[src/rtl/huffman_params.svh]
/*
 Constants for the serial variable-length code store.
 Assumes one system clock; included by the package and the top module.
*/
`ifndef HUFFMAN_PARAMS_SVH
`define HUFFMAN_PARAMS_SVH

`define SRG_RESET_VALUE   8'h01
`define SRG_TAP_A         7
`define SRG_TAP_B         3
`define SRG_TAP_C         2
`define SRG_TAP_D         1
`define CODE_COUNT        6'h22
`define CODE_LONG_FIRST   6'h20
`define CODE_MIN_LEN      4'h2
`define CODE_MAX_LEN      4'h8
`define COUNT_RESET_VALUE 4'h0

`endif

[src/rtl/huffman_pkg.sv]
/*
 Types for the serial variable-length code store.
 Assumes the constants header sits beside it.
*/
`include "huffman_params.svh"

package huffman_pkg;

	typedef enum logic [3:0] {
		ST_IDLE   = 4'h1,
		ST_WAIT   = 4'h2,
		ST_SEARCH = 4'h4,
		ST_SHIFT  = 4'h8
	} ctrl_state_t;

	typedef struct packed {
		logic [3:0] len;
		logic [7:0] bits;
	} code_entry_t;

	typedef struct packed {
		logic data;
		logic valid;
	} serial_bit_t;

endpackage

[src/rtl/huffman_code_srg_store.sv]
/*
 Addressable variable-length code store built on an eight-stage maximal-length
 shift register generator. Assumes a processor output port that drives a six-bit
 address with a write strobe, and a receiver sampling one bit per valid cycle.
*/
`timescale 1ns/1ns
`include "huffman_params.svh"

module huffman_code_srg_store #(
	parameter int ADDR_W = 6
) (
	// Clock and reset
	input  wire logic                      CLK,
	input  wire logic                      RESETN,
	// Processor output port and serial output to the receiver
	input  wire logic [ADDR_W-1:0]         CODE_ADDRESS,
	input  wire logic                      ADDRESS_WRITE_STROBE,
	output huffman_pkg::serial_bit_t       SERIAL_OUT,
	// Status
	output logic                           READY,
	output logic                           CODE_MATCH_FOUND
);
	import huffman_pkg::*;

	// ==========================================================
	// Code table
	function automatic code_entry_t code_lookup(input logic [5:0] a);
		code_entry_t e;
		e = '{len: 4'h0, bits: 8'h00};
		unique case (a)
			6'h00: e = '{4'h2, 8'h00};
			6'h01: e = '{4'h3, 8'h05};
			6'h02: e = '{4'h3, 8'h06};
			6'h03: e = '{4'h4, 8'h05};
			6'h04: e = '{4'h4, 8'h06};
			6'h05: e = '{4'h4, 8'h08};
			6'h06: e = '{4'h5, 8'h13};
			6'h07: e = '{4'h5, 8'h1d};
			6'h08: e = '{4'h6, 8'h11};
			6'h09: e = '{4'h6, 8'h12};
			6'h0a: e = '{4'h6, 8'h1c};
			6'h0b: e = '{4'h6, 8'h1e};
			6'h0c: e = '{4'h6, 8'h3e};
			6'h0d: e = '{4'h6, 8'h3c};
			6'h0e: e = '{4'h6, 8'h3d};
			6'h0f: e = '{4'h7, 8'h21};
			6'h10: e = '{4'h7, 8'h26};
			6'h11: e = '{4'h7, 8'h27};
			6'h12: e = '{4'h7, 8'h3a};
			6'h13: e = '{4'h7, 8'h3b};
			6'h14: e = '{4'h7, 8'h3f};
			6'h15: e = '{4'h7, 8'h3e};
			6'h16: e = '{4'h7, 8'h48};
			6'h17: e = '{4'h7, 8'h49};
			6'h18: e = '{4'h7, 8'h4a};
			6'h19: e = '{4'h7, 8'h4b};
			6'h1a: e = '{4'h7, 8'h70};
			6'h1b: e = '{4'h7, 8'h61};
			6'h1c: e = '{4'h7, 8'h70};
			6'h1d: e = '{4'h7, 8'h71};
			6'h1e: e = '{4'h7, 8'h7f};
			6'h1f: e = '{4'h7, 8'h7e};
			6'h20: e = '{4'h8, 8'h40};
			6'h21: e = '{4'h8, 8'h41};
			default: e = '{4'h0, 8'h00};
		endcase
		return e;
	endfunction

	// Oldest len bits of the generator, oldest stage in the top position
	function automatic logic [7:0] srg_window(input logic [7:0] s, input logic [3:0] len);
		return 8'(s >> (4'h8 - len));
	endfunction

	// ==========================================================
	// Input synchronisers
	logic [2:0]        strb_s_q;
	logic [2:0]        strb_s_d;
	logic              strb_lvl_q;
	logic              strb_lvl_d;
	logic [ADDR_W-1:0] addr_s0_q, addr_s1_q, addr_s2_q;
	logic [ADDR_W-1:0] addr_q;
	logic [ADDR_W-1:0] addr_d;

	always_comb begin
		strb_s_d   = {strb_s_q[1:0], ADDRESS_WRITE_STROBE};
		strb_lvl_d = (strb_s_q[1] == strb_s_q[2]) ? strb_s_q[2] : strb_lvl_q;
	end

	always_ff @(posedge CLK) begin
		if (!RESETN) begin
			strb_s_q   <= 3'h0;
			strb_lvl_q <= 1'b0;
			addr_s0_q  <= '0;
			addr_s1_q  <= '0;
			addr_s2_q  <= '0;
		end else begin
			strb_s_q   <= strb_s_d;
			strb_lvl_q <= strb_lvl_d;
			addr_s0_q  <= CODE_ADDRESS;
			addr_s1_q  <= addr_s0_q;
			addr_s2_q  <= addr_s1_q;
		end
	end

	// ==========================================================
	// Generator and controller
	ctrl_state_t state_q;
	ctrl_state_t state_d;
	logic [7:0]  srg_q;
	logic [7:0]  srg_d;
	logic [3:0]  count_q;
	logic [3:0]  count_d;
	logic        feedback;
	logic        srg_adv;
	logic        match;
	code_entry_t entry;
	serial_bit_t out_d;
	logic        found_d;
	logic        ready_d;

	assign entry    = code_lookup(addr_q);
	assign feedback = srg_q[`SRG_TAP_A] ^ srg_q[`SRG_TAP_B]
	                ^ srg_q[`SRG_TAP_C] ^ srg_q[`SRG_TAP_D];
	assign match    = (state_q == ST_SEARCH) && (entry.len != 4'h0)
	                && (srg_window(srg_q, entry.len) == entry.bits);

	always_comb begin
		state_d = state_q;
		count_d = count_q;
		addr_d  = addr_q;
		out_d   = '{data: 1'b0, valid: 1'b0};
		found_d = 1'b0;
		srg_adv = 1'b1;
		unique case (state_q)
			ST_IDLE: begin
				if (strb_lvl_q)
					state_d = ST_WAIT;
			end
			ST_WAIT: begin
				if (addr_s1_q == addr_s2_q)
					addr_d = addr_s2_q;
				if (!strb_lvl_q)
					state_d = ST_SEARCH;
			end
			ST_SEARCH: begin
				if (entry.len == 4'h0) begin
					state_d = ST_IDLE;
				end else if (match) begin
					count_d = entry.len;
					srg_adv = 1'b0;
					found_d = 1'b1;
					state_d = ST_SHIFT;
				end
			end
			ST_SHIFT: begin
				out_d   = '{data: srg_q[7], valid: 1'b1};
				count_d = 4'(count_q - 4'h1);
				if (count_q == 4'h1)
					state_d = ST_IDLE;
			end
		endcase
		srg_d = srg_adv ? {srg_q[6:0], feedback} : srg_q;
		ready_d = (state_d == ST_IDLE);
	end

	always_ff @(posedge CLK) begin
		if (!RESETN) begin
			state_q          <= ST_IDLE;
			srg_q            <= `SRG_RESET_VALUE;
			count_q          <= `COUNT_RESET_VALUE;
			addr_q           <= '0;
			SERIAL_OUT       <= '{data: 1'b0, valid: 1'b0};
			READY            <= 1'b1;
			CODE_MATCH_FOUND <= 1'b0;
		end else begin
			state_q          <= state_d;
			srg_q            <= srg_d;
			count_q          <= count_d;
			addr_q           <= addr_d;
			SERIAL_OUT       <= out_d;
			READY            <= ready_d;
			CODE_MATCH_FOUND <= found_d;
		end
	end

	// ==========================================================
	// Checks
	chk_srg_nonzero: assert property (@(posedge CLK) disable iff (!RESETN)
		srg_q != 8'h00) else $error("generator reached all zeros");

	chk_srg_shift: assert property (@(posedge CLK) disable iff (!RESETN)
		RESETN && srg_adv |=> srg_q[7:1] == $past(srg_q[6:0]))
		else $error("stages did not shift");

	chk_srg_feedback: assert property (@(posedge CLK) disable iff (!RESETN)
		RESETN && srg_adv |=> srg_q[0] == ($past(srg_q[7]) ^ $past(srg_q[3])
		^ $past(srg_q[2]) ^ $past(srg_q[1]))) else $error("wrong feedback");

	chk_match_freeze: assert property (@(posedge CLK) disable iff (!RESETN)
		match |=> state_q == ST_SHIFT && srg_q == $past(srg_q) && CODE_MATCH_FOUND
		&& count_q == $past(entry.len)) else $error("match not held");

	chk_bit_order: assert property (@(posedge CLK) disable iff (!RESETN)
		state_q == ST_SHIFT |=> SERIAL_OUT.valid && SERIAL_OUT.data == $past(srg_q[7]))
		else $error("bit out of order");

	chk_shift_end: assert property (@(posedge CLK) disable iff (!RESETN)
		state_q == ST_SHIFT && count_q == 4'h1 |=> state_q == ST_IDLE
		##1 !SERIAL_OUT.valid) else $error("shift did not end");

	chk_strobe_wait: assert property (@(posedge CLK) disable iff (!RESETN)
		state_q == ST_WAIT && strb_lvl_q |=> state_q == ST_WAIT)
		else $error("search before strobe fell");

	chk_ready_idle: assert property (@(posedge CLK) disable iff (!RESETN)
		READY == (state_q == ST_IDLE)) else $error("ready mismatch");

	chk_len_range: assert property (@(posedge CLK) disable iff (!RESETN)
		addr_q < `CODE_COUNT |-> entry.len >= `CODE_MIN_LEN && entry.len <= `CODE_MAX_LEN)
		else $error("code length out of range");

	chk_long_pair: assert property (@(posedge CLK) disable iff (!RESETN)
		addr_q < `CODE_COUNT |-> (entry.len == `CODE_MAX_LEN) == (addr_q >= `CODE_LONG_FIRST))
		else $error("longest codes not the final pair");

	cov_match: cover property (@(posedge CLK) disable iff (!RESETN) match);
	cov_long_code: cover property (@(posedge CLK) disable iff (!RESETN)
		match && entry.len == `CODE_MAX_LEN);
	cov_bad_addr: cover property (@(posedge CLK) disable iff (!RESETN)
		state_q == ST_SEARCH && entry.len == 4'h0);

endmodule

[config.mk]
export PLATFORM = sky130hd
export DESIGN_NAME = huffman_code_srg_store
export DESIGN_NICKNAME = d
export VERILOG_FILES = /design/src/rtl/huffman_pkg.sv /design/src/rtl/huffman_code_srg_store.sv
export VERILOG_INCLUDE_DIRS = /design/src /design/src/rtl
export SDC_FILE = /design/constraint.sdc
export NUM_CORES = 1
export LEC_CHECK = 0
export BUFFER_PORTS_ARGS = -buffer_cell sky130_fd_sc_hd__buf_2
export CAP_MARGIN = 30
export CORE_AREA = 4 4 87 89
export CTS_CLUSTER_SIZE = 10
export DETAILED_ROUTE_END_ITERATION = 12
export DIE_AREA = 0 0 91 93
export PLACE_DENSITY = 0.75
export SLEW_MARGIN = 10
export SYNTH_ARGS = -nofsm -noshare
export SYNTH_HDL_FRONTEND = slang
export SYNTH_SLANG_ARGS = --single-unit
export TNS_END_PERCENT = 50
[constraint.sdc]
create_clock -name CLK -period 4.4 [get_ports CLK]
set_input_delay 0.88 -clock CLK [delete_from_list [all_inputs] [get_ports CLK]]
set_output_delay 0.88 -clock CLK [all_outputs]
set_load 0.1 [all_outputs]
==> flow_summary_export.csv, run 1 <==
group,metric,value,unit
outcome,outcome,"complete, no violations",
setup_path,end_kind,"flip-flop",
sta,fin_crit,3805,ps
sta,worstMarginPinSlew,831.4,ps
cells_and_area,layout.core_utilization,0.5406,
drt,drt_pass1_iterations,4,
cts,h-tree-depth,3,
sta,slew_viol_final,0,
floorplanning,core-area,6756,um2
pwr,sw_frac_of_total,0.2046,
worst_hold_path,min_path_type,"reg2reg",
yosys,post_synth_num_cell_types,73,
setup_path,timing.rr.start,"entry[8]",
floorplanning,floorplan.die_area,8463,um2
setup_path,critPathLaunch,"entry[8]",
cts,clock_insertion_delay_worst_skew,340,ps
yosys,synth_top_area_cell,"sky130_fd_sc_hd__dfxtp_1",
setup_path,worst-setup-path-type,"reg2reg",
cts,post_cts_resize_count,0,
floorplanning,initial_utilization,0.4972,
cts,clockRootBuffer,"sky130_fd_sc_hd__clkbuf_8",
cts,clkSinkCount,59,
drt,totalWireLength,7241,um
pwr,comb_power_share,0.039,
global_routing,grt-ovfl-total,0,
drt,antenna_violating_nets_post_route,0,
cells_and_area,most_frequent_standard_cell_in_the_layout_excluding_fill_and_tap_cells,"sky130_fd_sc_hd__dfxtp_1",
setup_path,worstReg2RegEnd,"count_q[2]",
cells_and_area,final_cell_count_no_fill,464,
yosys,synth_area_per_cell,9.055,um2
global_routing,vias_in_the_first_global_route,2577,
drt,drt_iter0_markers,128,
yosys,ys.warnings.count,0,
setup_path,critical_path.cell_chain,"inv_1 -> ha_1 -> clkinv_1 -> mux2i_1 -> o31ai_1 -> o21ai_0 -> and4_2 -> a31oi_1 -> a311o_1",
pwr,total_leakage_power,1.486,nW
run,max_cap_viol,0,
sta,timing.fmax,262.8,MHz
yosys,yosysSeqAreaShare,0.3516,
yosys,asyncSetResetFlopFracSynth,0,
sta,setup_viol,0,
global_routing,antenna_found_initial,0,
global_routing,grt_pass1_wl,12430,um
pwr,pwr-share-seq,0.461,
sta,rsz0062_at_grt,"no",
yosys,postSynthNetCount,393,
place,dp.final_hpwl,4966,um
sta,timing.final.crit_share,0.8648,
yosys,post_synth_main_area_contributors,"sky130_fd_sc_hd__dfxtp_1 (35%), sky130_fd_sc_hd__ha_1 (4.8%), sky130_fd_sc_hd__and2_1 (4.5%)",
setup_path,ff2ff_path_depth,9,
sta,worst_slew_margin_rel,0.4420,
global_routing,grt_max_degree,41,
sta,worst_clock_skew,11.71,ps
drt,wire_per_inst,15.61,um
setup_path,slowest_stage,"sky130_fd_sc_hd__dfxtp_1",
floorplanning,core.rowCount,30,
setup_path,worst_setup_path_start_kind,"flip-flop",
cts,cts_max_path_buffers,2,
sta,fin_setup_tns,0,ps
drt,routed-via-count,2781,
floorplanning,dieWidth,91,um
setup_path,timing.reg2reg.setup_slack,590,ps
floorplanning,io_pins,13,
setup_path,max_stage_delay,830,ps
yosys,synth_flop_type,"sky130_fd_sc_hd__dfxtp_1",
cts,hold_buffer_count_at_cts,0,
cells_and_area,flow.area_growth_from_synthesis,8.715,%
cts,cts-buffers-inserted,9,
place,gpl.final_weighted_congestion,0.8828,
yosys,synth-edff-count,0,
setup_path,critPathMaxFanout,21,
pwr,power.ir.vdd_worst,0.0002585,V
cells_and_area,most-common-layout-cells,"sky130_fd_sc_hd__dfxtp_1 (59), sky130_fd_sc_hd__and2_1 (24), sky130_fd_sc_hd__o21ai_0 (22)",
cts,cts_tree,"built",
cells_and_area,layout-drive-gt1-share,0.1458,
drt,via_per_inst,5.994,
place,dp.cells,448,
sta,fin_worst_hold_slack,432.8,ps
cts,postCtsSetupRepairBufs,0,
sta,report.final.hold_viol_count,0,
pwr,clockPowerShare,0.500,
yosys,yosys_register_bits,59,
setup_path,setup.worst_path.end,"count_q[2]",
setup_path,cp.arrival,4030,ps
global_routing,global_route.usage.total,0.1807,
cells_and_area,antenna_cells,0,
cells_and_area,nets,401,
place,number_of_buffers_added_on_ports,12,
yosys,post_synth_design_cell_area,3359,um2
pwr,power_per_cell_area,330.0,nW/um2
yosys,post_synth_inst_count,371,
drt,post-route-drc-count,0,
pwr,net-switching-power,0.2466,mW
yosys,post-synth-top-area-fraction,0.3516,
cts,clkSlewWorstSetupHoldPaths,70,ps
setup_path,worstPathRequired,4620,ps
floorplanning,die_h,93,um
pwr,internal_power,0.9588,mW
Yosys cell counts, types with 3 or more instances:
library cell	number
sky130_fd_sc_hd__o21a_1	4
sky130_fd_sc_hd__a21boi_0	5
sky130_fd_sc_hd__dfxtp_1	59
sky130_fd_sc_hd__mux2i_1	8
sky130_fd_sc_hd__and2_1	24
sky130_fd_sc_hd__nand4_1	9
sky130_fd_sc_hd__nand2_1	8
sky130_fd_sc_hd__clkbuf_1	7
sky130_fd_sc_hd__o21ai_0	22
sky130_fd_sc_hd__and3_1	6
sky130_fd_sc_hd__buf_4	3
sky130_fd_sc_hd__nor2b_1	3
sky130_fd_sc_hd__nand2b_1	3
sky130_fd_sc_hd__nand3b_1	5
sky130_fd_sc_hd__nor3_1	13
sky130_fd_sc_hd__a31oi_1	9
sky130_fd_sc_hd__inv_1	14
sky130_fd_sc_hd__a211oi_1	6
sky130_fd_sc_hd__nor4_1	4
sky130_fd_sc_hd__clkbuf_8	4
sky130_fd_sc_hd__mux2_2	6
sky130_fd_sc_hd__o211ai_1	4
sky130_fd_sc_hd__xnor2_1	5
sky130_fd_sc_hd__xor2_1	8
sky130_fd_sc_hd__ha_1	13
sky130_fd_sc_hd__nor2_1	20
sky130_fd_sc_hd__a311oi_1	3
sky130_fd_sc_hd__o31ai_1	4
sky130_fd_sc_hd__nand3_1	14
sky130_fd_sc_hd__a21oi_1	20
power groups by stage:
stage | Combinational, mW | Sequential [mW] | Clock [mW]
after floorplan | 0.0355 | 0.565 | 0
after global placement | 0.0448 | 0.567 | 0
after detailed placement | 0.0463 | 0.567 | 0
after CTS | 0.0465 | 0.556 | 0.617
after global routing | 0.0529 | 0.557 | 0.642
final | 0.0465 | 0.556 | 0.603
area by class of cell:
cell class | count | area [um2]
clock buffer | 10 | 137.6
clock inverter | 6 | 111.4
fill | 628 | 3104
inverter | 19 | 73.82
multi-input combinational | 276 | 1973
sequential | 59 | 1181
tap | 80 | 100.1
timing repair buffer | 14 | 75.07
sequential cells by signal, indices dropped and copies added (netlist names), 4 cells and up:
signal / cells
addr_q: 6
count_q: 4
addr_s1_q: 6
addr_s2_q: 6
state_q: 4
entry: 11
srg_q: 8
addr_s0_q: 6
worst max-delay path, delay by kind of cell (launching register included):
kind / cells / cell delay, ps
fa+ha+maj: 1 / 570
simple gates: 1 / 470
buf+inv: 2 / 490
flops: 1 / 830
compound gates: 4 / 1000
mux: 1 / 320
routing by layer:
| layer | wire length (um) | up-vias | track usage |
|---|---|---|---|
| met2 | 3454 | 81 | 0.2937 |
| li1 | - | 1386 | - |
| met4 | 164 | 0 | 0.08668 |
| met1 | 3227 | 1296 | 0.2260 |
| met5 | 0 | - | 0 |
| met3 | 393 | 18 | 0.04264 |
kinds of logic after synthesis:
group                    synth area share
XOR/XNOR                          0.03389
flip-flops                         0.3516
AO/OA/AOI/OAI                      0.2060
multiplexers                      0.05847
AND/OR/NAND/NOR                    0.2406
buffers and inverters             0.06108
adder cells (fa/ha/maj)           0.04842
worst min-delay path by stage:
| stage | endpoint | startpoint | slack (ps) | cells past startpoint |
|---|---|---|---|---|
| floorplan | addr_s1_q[0] | addr_s0_q[0] | 410 | 1 |
| global placement | addr_s1_q[3] | addr_s0_q[3] | 410 | 1 |
| detailed placement | strb_s_q[1] | strb_s_q[0] | 420 | 1 |
| CTS | strb_s_q[1] | strb_s_q[0] | 430 | 1 |
| global route | addr_s1_q[0] | addr_s0_q[0] | 440 | 1 |
| finish | strb_s_q[1] | strb_s_q[0] | 430 | 1 |
through the flow:
| step | power (mW) | setup slack (ps) | area, um2 |
|---|---|---|---|
| floorplan | 0.6001 | 1494 | 3359 |
| global placement | 0.6118 | 887.7 | 3403 |
| detailed placement | 0.6137 | 699.2 | 3403 |
| CTS | 1.219 | 671.5 | 3652 |
| global route | 1.252 | 303.8 | 3652 |
| finish | 1.205 | 594.8 | 3652 |
Power figures use the tool's default switching activity.
==> inputs of run 2 (changes only) <==
CTS_CLUSTER_SIZE = default   (was 10)
REMOVE_ABC_BUFFERS = 1   (was default)
==> run 2 against run 1 <==
  * Total power shrank 4.3%
  * Sequential power is essentially flat
  * Clock power shrank 8.3%
  * Count of clock-buffer cells in the layout shrank 1
  * Non-clock buffer count grew 1
  * Clock skew grew 2.3 ps
  * Flip-flop and latch count is the same
  * Setup slack gained 520 ps
  * Utilization shrank 0.24 points
  * Die area is the same
  * Maximum frequency grew 16%
==> flow_summary_export.csv, run 2 (synthesis results as in run 1) <==
group,metric,value,unit
outcome,outcome,"complete, no violations",
cells_and_area,reg.largest.list,"entry: 11 flops, srg_q: 8 flops",
global_routing,grt-ovfl-total,0,
setup_path,end_kind,"flip-flop",
drt,via_per_inst,6.095,
drt,drt_pass1_iterations,4,
setup_path,ff2ff_path_depth,10,
pwr,power_per_cell_area,317.3,nW/um2
cells_and_area,fillers,616,
setup_path,cpLargestDelayFamily,"simple AND/OR/NAND/NOR gates",
cells_and_area,flow.area_growth_from_synthesis,8.231,%
cells_and_area,max_flop_register,"entry",
setup_path,worstReg2RegEnd,"entry[0]",
cts,cts_tree,"built",
cells_and_area,layout-drive-gt1-share,0.1481,
floorplanning,die_h,93,um
setup_path,worstPathRequired,4640,ps
setup_path,max_stage_delay,570,ps
place,dp.final_hpwl,5100,um
cells_and_area,layout.core_utilization,0.5381,
setup_path,cp.arrival,3520,ps
cts,hold_buffer_count_at_cts,0,
sta,setup_viol,0,
floorplanning,io_pins,13,
pwr,total_leakage_power,1.475,nW
setup_path,critPathMaxFanout,9,
cells_and_area,most-common-layout-cells,"sky130_fd_sc_hd__dfxtp_1 (59), sky130_fd_sc_hd__and2_1 (24), sky130_fd_sc_hd__o21ai_0 (22)",
sta,fin_crit,3286,ps
worst_hold_path,min_path_type,"reg2reg",
floorplanning,floorplan.die_area,8463,um2
floorplanning,core-area,6756,um2
setup_path,timing.reg2reg.setup_slack,1110,ps
drt,post-route-drc-count,0,
cts,clkSlewWorstSetupHoldPaths,70,ps
setup_path,worst_setup_path_start_kind,"flip-flop",
global_routing,grt_pass1_wl,12280,um
cts,postCtsSetupRepairBufs,0,
setup_path,critical_path.cell_chain,"or4b_4 -> nor3_1 -> nand3_1 -> and2_1 -> nor2_1 -> inv_1 -> ha_1 -> xnor2_1 -> a21oi_1 -> a211oi_1",
place,number_of_buffers_added_on_ports,12,
cts,clkSinkCount,59,
sta,slew_viol_final,0,
setup_path,worst-setup-path-type,"reg2reg",
sta,timing.fmax,304.4,MHz
sta,worstMarginPinSlew,858.4,ps
sta,worst_clock_skew,14.01,ps
setup_path,slowest_stage,"sky130_fd_sc_hd__or4b_4",
sta,report.final.hold_viol_count,0,
drt,wire_per_inst,15.46,um
drt,totalWireLength,7188,um
setup_path,critPathLaunch,"state_q[3]",
cts,post_cts_resize_count,0,
drt,antenna_violating_nets_post_route,0,
sta,fin_setup_tns,0,ps
cells_and_area,most_frequent_standard_cell_in_the_layout_excluding_fill_and_tap_cells,"sky130_fd_sc_hd__dfxtp_1",
pwr,power.ir.vdd_worst,0.0002847,V
cells_and_area,largest_register_ff_count,11,
global_routing,antenna_found_initial,0,
global_routing,vias_in_the_first_global_route,2564,
place,gpl.final_weighted_congestion,0.8950,
floorplanning,initial_utilization,0.4972,
global_routing,global_route.usage.total,0.1799,
setup_path,timing.rr.start,"state_q[3]",
run,max_cap_viol,0,
cells_and_area,antenna_cells,0,
sta,rsz0062_at_grt,"no",
drt,routed-via-count,2834,
floorplanning,core.rowCount,30,
cts,clockRootBuffer,"sky130_fd_sc_hd__clkbuf_8",
setup_path,critical_path_buf_inv_count,1,
setup_path,cp_num_cells,10,
global_routing,grt_max_degree,42,
sta,timing.final.crit_share,0.7467,
cts,h-tree-depth,3,
cells_and_area,nets,402,
sta,worst_slew_margin_rel,0.4239,
cts,cts-buffers-inserted,9,
floorplanning,dieWidth,91,um
setup_path,setup.worst_path.end,"entry[0]",
cts,clock_insertion_delay_worst_skew,350,ps
drt,drt_iter0_markers,137,
cts,cts_max_path_buffers,2,
==> run 2: cell count changes in the layout (fill, tap and decap cells not counted) <==
cell                         previous run  this run
sky130_fd_sc_hd__bufinv_16              3         2
sky130_fd_sc_hd__clkinv_2               1         0
sky130_fd_sc_hd__clkbuf_8              10         9
sky130_fd_sc_hd__clkinv_4               0         2
sky130_fd_sc_hd__buf_4                  2         3
sky130_fd_sc_hd__clkinvlp_4             1         2
==> run 2: worst reg2reg max path, stage by stage (launching register included) <==
cell and delay [ps]:
sky130_fd_sc_hd__dfxtp_1 400, sky130_fd_sc_hd__or4b_4 580, sky130_fd_sc_hd__nor3_1 490, sky130_fd_sc_hd__nand3_1 160, sky130_fd_sc_hd__and2_1 230, sky130_fd_sc_hd__nor2_1 280, sky130_fd_sc_hd__inv_1 150, sky130_fd_sc_hd__ha_1 350
sky130_fd_sc_hd__xnor2_1 180, sky130_fd_sc_hd__a21oi_1 90, sky130_fd_sc_hd__a211oi_1 290
==> run 2: power breakdown <==
part / leakage (nW) / switching [mW] / internal (mW) / total, mW
Clock: 0.106 / 0.231 / 0.322 / 0.553
Sequential: 0.480 / 0.00890 / 0.546 / 0.555
Combinational: 0.889 / 0.0257 / 0.0202 / 0.0458
==> run 2: stage by stage <==
stage               setup slack [ps]  power (mW)  cells  instance area (um2)  hold WS, ps
finish                          1114       1.154    465                 3636        434.5
floorplan                       1195      0.5953    354                 3228        411.8
global route                   770.6       1.199    465                 3636        455.2
detailed placement              1189      0.6127    449                 3411        423.5
CTS                             1176       1.169    465                 3636        440.8
global placement                1268      0.6114    449                 3411        414.4
==> run 2: worst min-delay path by stage <==
stage | depth (start not counted) | slack, ps | endpoint | start
after floorplan | 1 | 410 | addr_s1_q[0] | addr_s0_q[0]
after global placement | 1 | 410 | addr_s1_q[5] | addr_s0_q[5]
after detailed placement | 1 | 420 | addr_s1_q[5] | addr_s0_q[5]
after CTS | 1 | 440 | addr_s1_q[2] | addr_s0_q[2]
after global routing | 1 | 460 | addr_s1_q[0] | addr_s0_q[0]
final | 1 | 430 | addr_s1_q[5] | addr_s0_q[5]
==> run 2: layout make-up <==
type                            instances  area (um2)  area share
Multi-Input combinational cell        276        1973      0.5427
Tap cell                               80       100.1     0.02753
Clock buffer                            9       123.9     0.03407
Sequential cell                        59        1181      0.3248
Inverter                               19       73.82     0.02030
Clock inverter                          7       101.3     0.02787
Timing Repair Buffer                   15       82.58     0.02271
==> run 2: per-layer routing <==
layer | global-route usage | wire length [um]
met4 | 0.06658 | 106
met5 | 0 | 0
met3 | 0.05390 | 366
met2 | 0.2918 | 3504
met1 | 0.2261 | 3211
==> inputs of run 3 (changes only) <==
ABC_AREA = 1   (was default)
CORE_AREA = 4 4 86 88   (was 4 4 87 89)
DIE_AREA = 0 0 90 92   (was 0 0 91 93)
clock period = 3.3 ns   (was 4.4 ns; I/O delays follow)
==> run 3 against run 2 <==
  * Clock skew fell by 4.5 ps
  * Register-to-register slack worse by 490 ps
  * Routed wire length decreased by 13%
  * Critical path depth rose by 3
  * Cell count rose by 20%
  * Design area fell by 3.2%
  * Via count decreased by 3.2%
  * Largest power group unchanged
==> flow_summary_export.csv, run 3 <==
group,metric,value,unit
outcome,outcome,"complete, no violations",
cts,cts_tree,"built",
global_routing,grt-ovfl-total,0,
worst_hold_path,timing.hold.worst.start,"addr_s0_q[2]",
yosys,synth_flop_type,"sky130_fd_sc_hd__dfxtp_1",
sta,worst_slew_margin_rel,0.4464,
drt,via_per_inst,4.914,
sta,slew_viol_final,0,
sta,setup_viol,0,
setup_path,critPathLaunch,"entry[8]",
cts,post_cts_resize_count,0,
floorplanning,dieWidth,90,um
cts,postCtsSetupRepairBufs,0,
yosys,synth_area_per_cell,7.063,um2
place,gpl.final_weighted_congestion,0.9130,
yosys,asyncSetResetFlopFracSynth,0,
floorplanning,io_pins,13,
setup_path,worstPathRequired,3530,ps
sta,fin_setup_tns,0,ps
sta,final_critical_path_setup_slack,628.5,ps
cells_and_area,antenna_cells,0,
yosys,post_synth_num_cell_types,46,
sta,worst_clock_skew,9.554,ps
sta,worstMarginPinSlew,823.6,ps
yosys,post_synth_main_area_contributors,"sky130_fd_sc_hd__dfxtp_1 (36%), sky130_fd_sc_hd__nand2_1 (16%), sky130_fd_sc_hd__inv_1 (7.5%)",
cells_and_area,max_flop_register,"entry",
setup_path,worst_setup_path_start_kind,"flip-flop",
pwr,total_leakage_power,1.735,nW
yosys,post-synth-top-area-fraction,0.3620,
drt,routed-via-count,2742,
drt,wire_per_inst,11.15,um
yosys,yosys_register_bits,59,
cts,clockRootBuffer,"sky130_fd_sc_hd__clkbuf_8",
cts,hold_buffer_count_at_cts,0,
global_routing,grt_pass1_wl,11270,um
cts,clock_insertion_delay_worst_skew,330,ps
setup_path,end_kind,"flip-flop",
cells_and_area,largest_register_ff_count,11,
cts,cts-buffers-inserted,9,
floorplanning,core-area,6644,um2
pwr,power.ir.vdd_worst,0.0002358,V
global_routing,global_route.usage.total,0.1643,
cts,clkSlewWorstSetupHoldPaths,70,ps
drt,post-route-drc-count,0,
worst_hold_path,holdPathEnd,"addr_s1_q[2]",
cts,cts_max_path_buffers,2,
cells_and_area,layout-drive-gt1-share,0.1318,
yosys,post_synth_design_cell_area,3263,um2
cells_and_area,flow.area_growth_from_synthesis,7.861,%
cells_and_area,reg.largest.list,"entry: 11 flops, srg_q: 8 flops",
sta,report.final.hold_viol_count,0,
run,max_cap_viol,0,
sta,timing.final.crit_share,0.8095,
setup_path,timing.reg2reg.setup_slack,630,ps
yosys,synth-edff-count,0,
yosys,synth_top_area_cell,"sky130_fd_sc_hd__dfxtp_1",
drt,drt_iter0_markers,103,
worst_hold_path,min_path_type,"reg2reg",
place,number_of_buffers_added_on_ports,12,
sta,fin_crit,2671,ps
cells_and_area,finish.instance_area,3520,um2
yosys,yosysSeqAreaShare,0.3620,
place,dp.final_hpwl,4691,um
place,dp_slack,656.2,ps
yosys,synthMostInstantiatedCell,"sky130_fd_sc_hd__nand2_1",
yosys,post_synth_inst_count,462,
yosys,ys_top_cells_by_count,"sky130_fd_sc_hd__nand2_1 (135), sky130_fd_sc_hd__inv_1 (65), sky130_fd_sc_hd__dfxtp_1 (59), sky130_fd_sc_hd__nand3_1 (38), sky130_fd_sc_hd__nor2_1 (36)",
place,placement.cell_area,3342,um2
sta,rsz0062_at_grt,"no",
floorplanning,die_h,92,um
cells_and_area,most-common-layout-cells,"sky130_fd_sc_hd__nand2_1 (135), sky130_fd_sc_hd__inv_1 (65), sky130_fd_sc_hd__dfxtp_1 (59)",
sta,timing.fmax,374.3,MHz
setup_path,timing.rr.start,"entry[8]",
yosys,ys.warnings.count,0,
worst_hold_path,min_path_cells,2,
global_routing,antenna_found_initial,0,
cts,h-tree-depth,3,
cts,clkSinkCount,59,
drt,totalWireLength,6224,um
floorplanning,core.rowCount,30,
setup_path,worstReg2RegEnd,"count_q[2]",
global_routing,grt_max_degree,27,
floorplanning,initial_utilization,0.4911,
cells_and_area,most_frequent_standard_cell_in_the_layout_excluding_fill_and_tap_cells,"sky130_fd_sc_hd__nand2_1",
floorplanning,floorplan.die_area,8280,um2
setup_path,critPathMaxFanout,17,
drt,drt_pass1_iterations,5,
setup_path,ff2ff_path_depth,13,
setup_path,worst-setup-path-type,"reg2reg",
drt,antenna_violating_nets_post_route,0,
cells_and_area,nets,496,
setup_path,cp.arrival,2900,ps
pwr,power_per_cell_area,392.5,nW/um2
global_routing,vias_in_the_first_global_route,2707,
run 3: through the flow:
stage | hold slack, ps | total power, mW | utilization | instances
floorplan | 390.0 | 0.7953 | - | 450
global placement | 393.4 | 0.8155 | 0.5030 | 543
detailed placement | 398.6 | 0.8179 | 0.5030 | 543
CTS | 414.6 | 1.402 | 0.5298 | 558
global route | 428.8 | 1.452 | 0.5298 | 558
finish | 412.0 | 1.382 | 0.5298 | 558
run 3: how the worst max path moves through the flow:
| stage | to | cells after the start | slack, ps |
|---|---|---|---|
| after floorplan | count_q[0] | 15 | 970 |
| after global placement | count_q[0] | 15 | 710 |
| after detailed placement | count_q[0] | 15 | 660 |
| after CTS | count_q[2] | 13 | 630 |
| after global routing | count_q[0] | 15 | 350 |
| final | count_q[2] | 13 | 630 |
run 3: where the power goes:
| group | switching (mW) | internal, mW | leakage (nW) |
|---|---|---|---|
| Clock | 0.273 | 0.307 | 0.0912 |
| Sequential | 0.0120 | 0.728 | 0.480 |
| Combinational | 0.0362 | 0.0247 | 1.16 |
run 3: logic make-up after synthesis:
group                      after synthesis  synth area share
buffers and inverters                   86            0.1131
adders and majority gates               13           0.04985
AOI/OAI and AO/OA                       40           0.07860
DFF                                     59            0.3620
xor gates and xnor gates                 9           0.02416
and+or+nand+nor                        255            0.3723
run 3: layout make-up:
class / count / area [um2]
Tap cell: 80 / 100.1
Clock inverter: 4 / 26.28
Fill cell: 644 / 3124
Sequential cell: 59 / 1181
Clock buffer: 11 / 151.4
Inverter: 74 / 280.3
Timing Repair Buffer: 13 / 67.56
Multi-Input combinational cell: 317 / 1713
run 3: per-layer routing:
metal	up-vias	part of all wire	track usage
met5	-	0	0
met4	0	0.019	0.07526
met3	11	0.033	0.04430
met2	40	0.49	0.2918
met1	1218	0.46	0.1829
li1	1473	-	-
run 3: critical path, stage by stage, from the launching register on:
cell and delay (ps):
sky130_fd_sc_hd__dfxtp_1 490, sky130_fd_sc_hd__inv_4 130, sky130_fd_sc_hd__ha_1 470, sky130_fd_sc_hd__inv_2 130, sky130_fd_sc_hd__nand3_1 120, sky130_fd_sc_hd__nand2_1 70, sky130_fd_sc_hd__o21ai_1 150, sky130_fd_sc_hd__nand2_1 70
sky130_fd_sc_hd__nand2_1 60, sky130_fd_sc_hd__nand2_1 80, sky130_fd_sc_hd__nor2_4 220, sky130_fd_sc_hd__nand3_4 220, sky130_fd_sc_hd__o21ai_0 290, sky130_fd_sc_hd__nor2_1 60
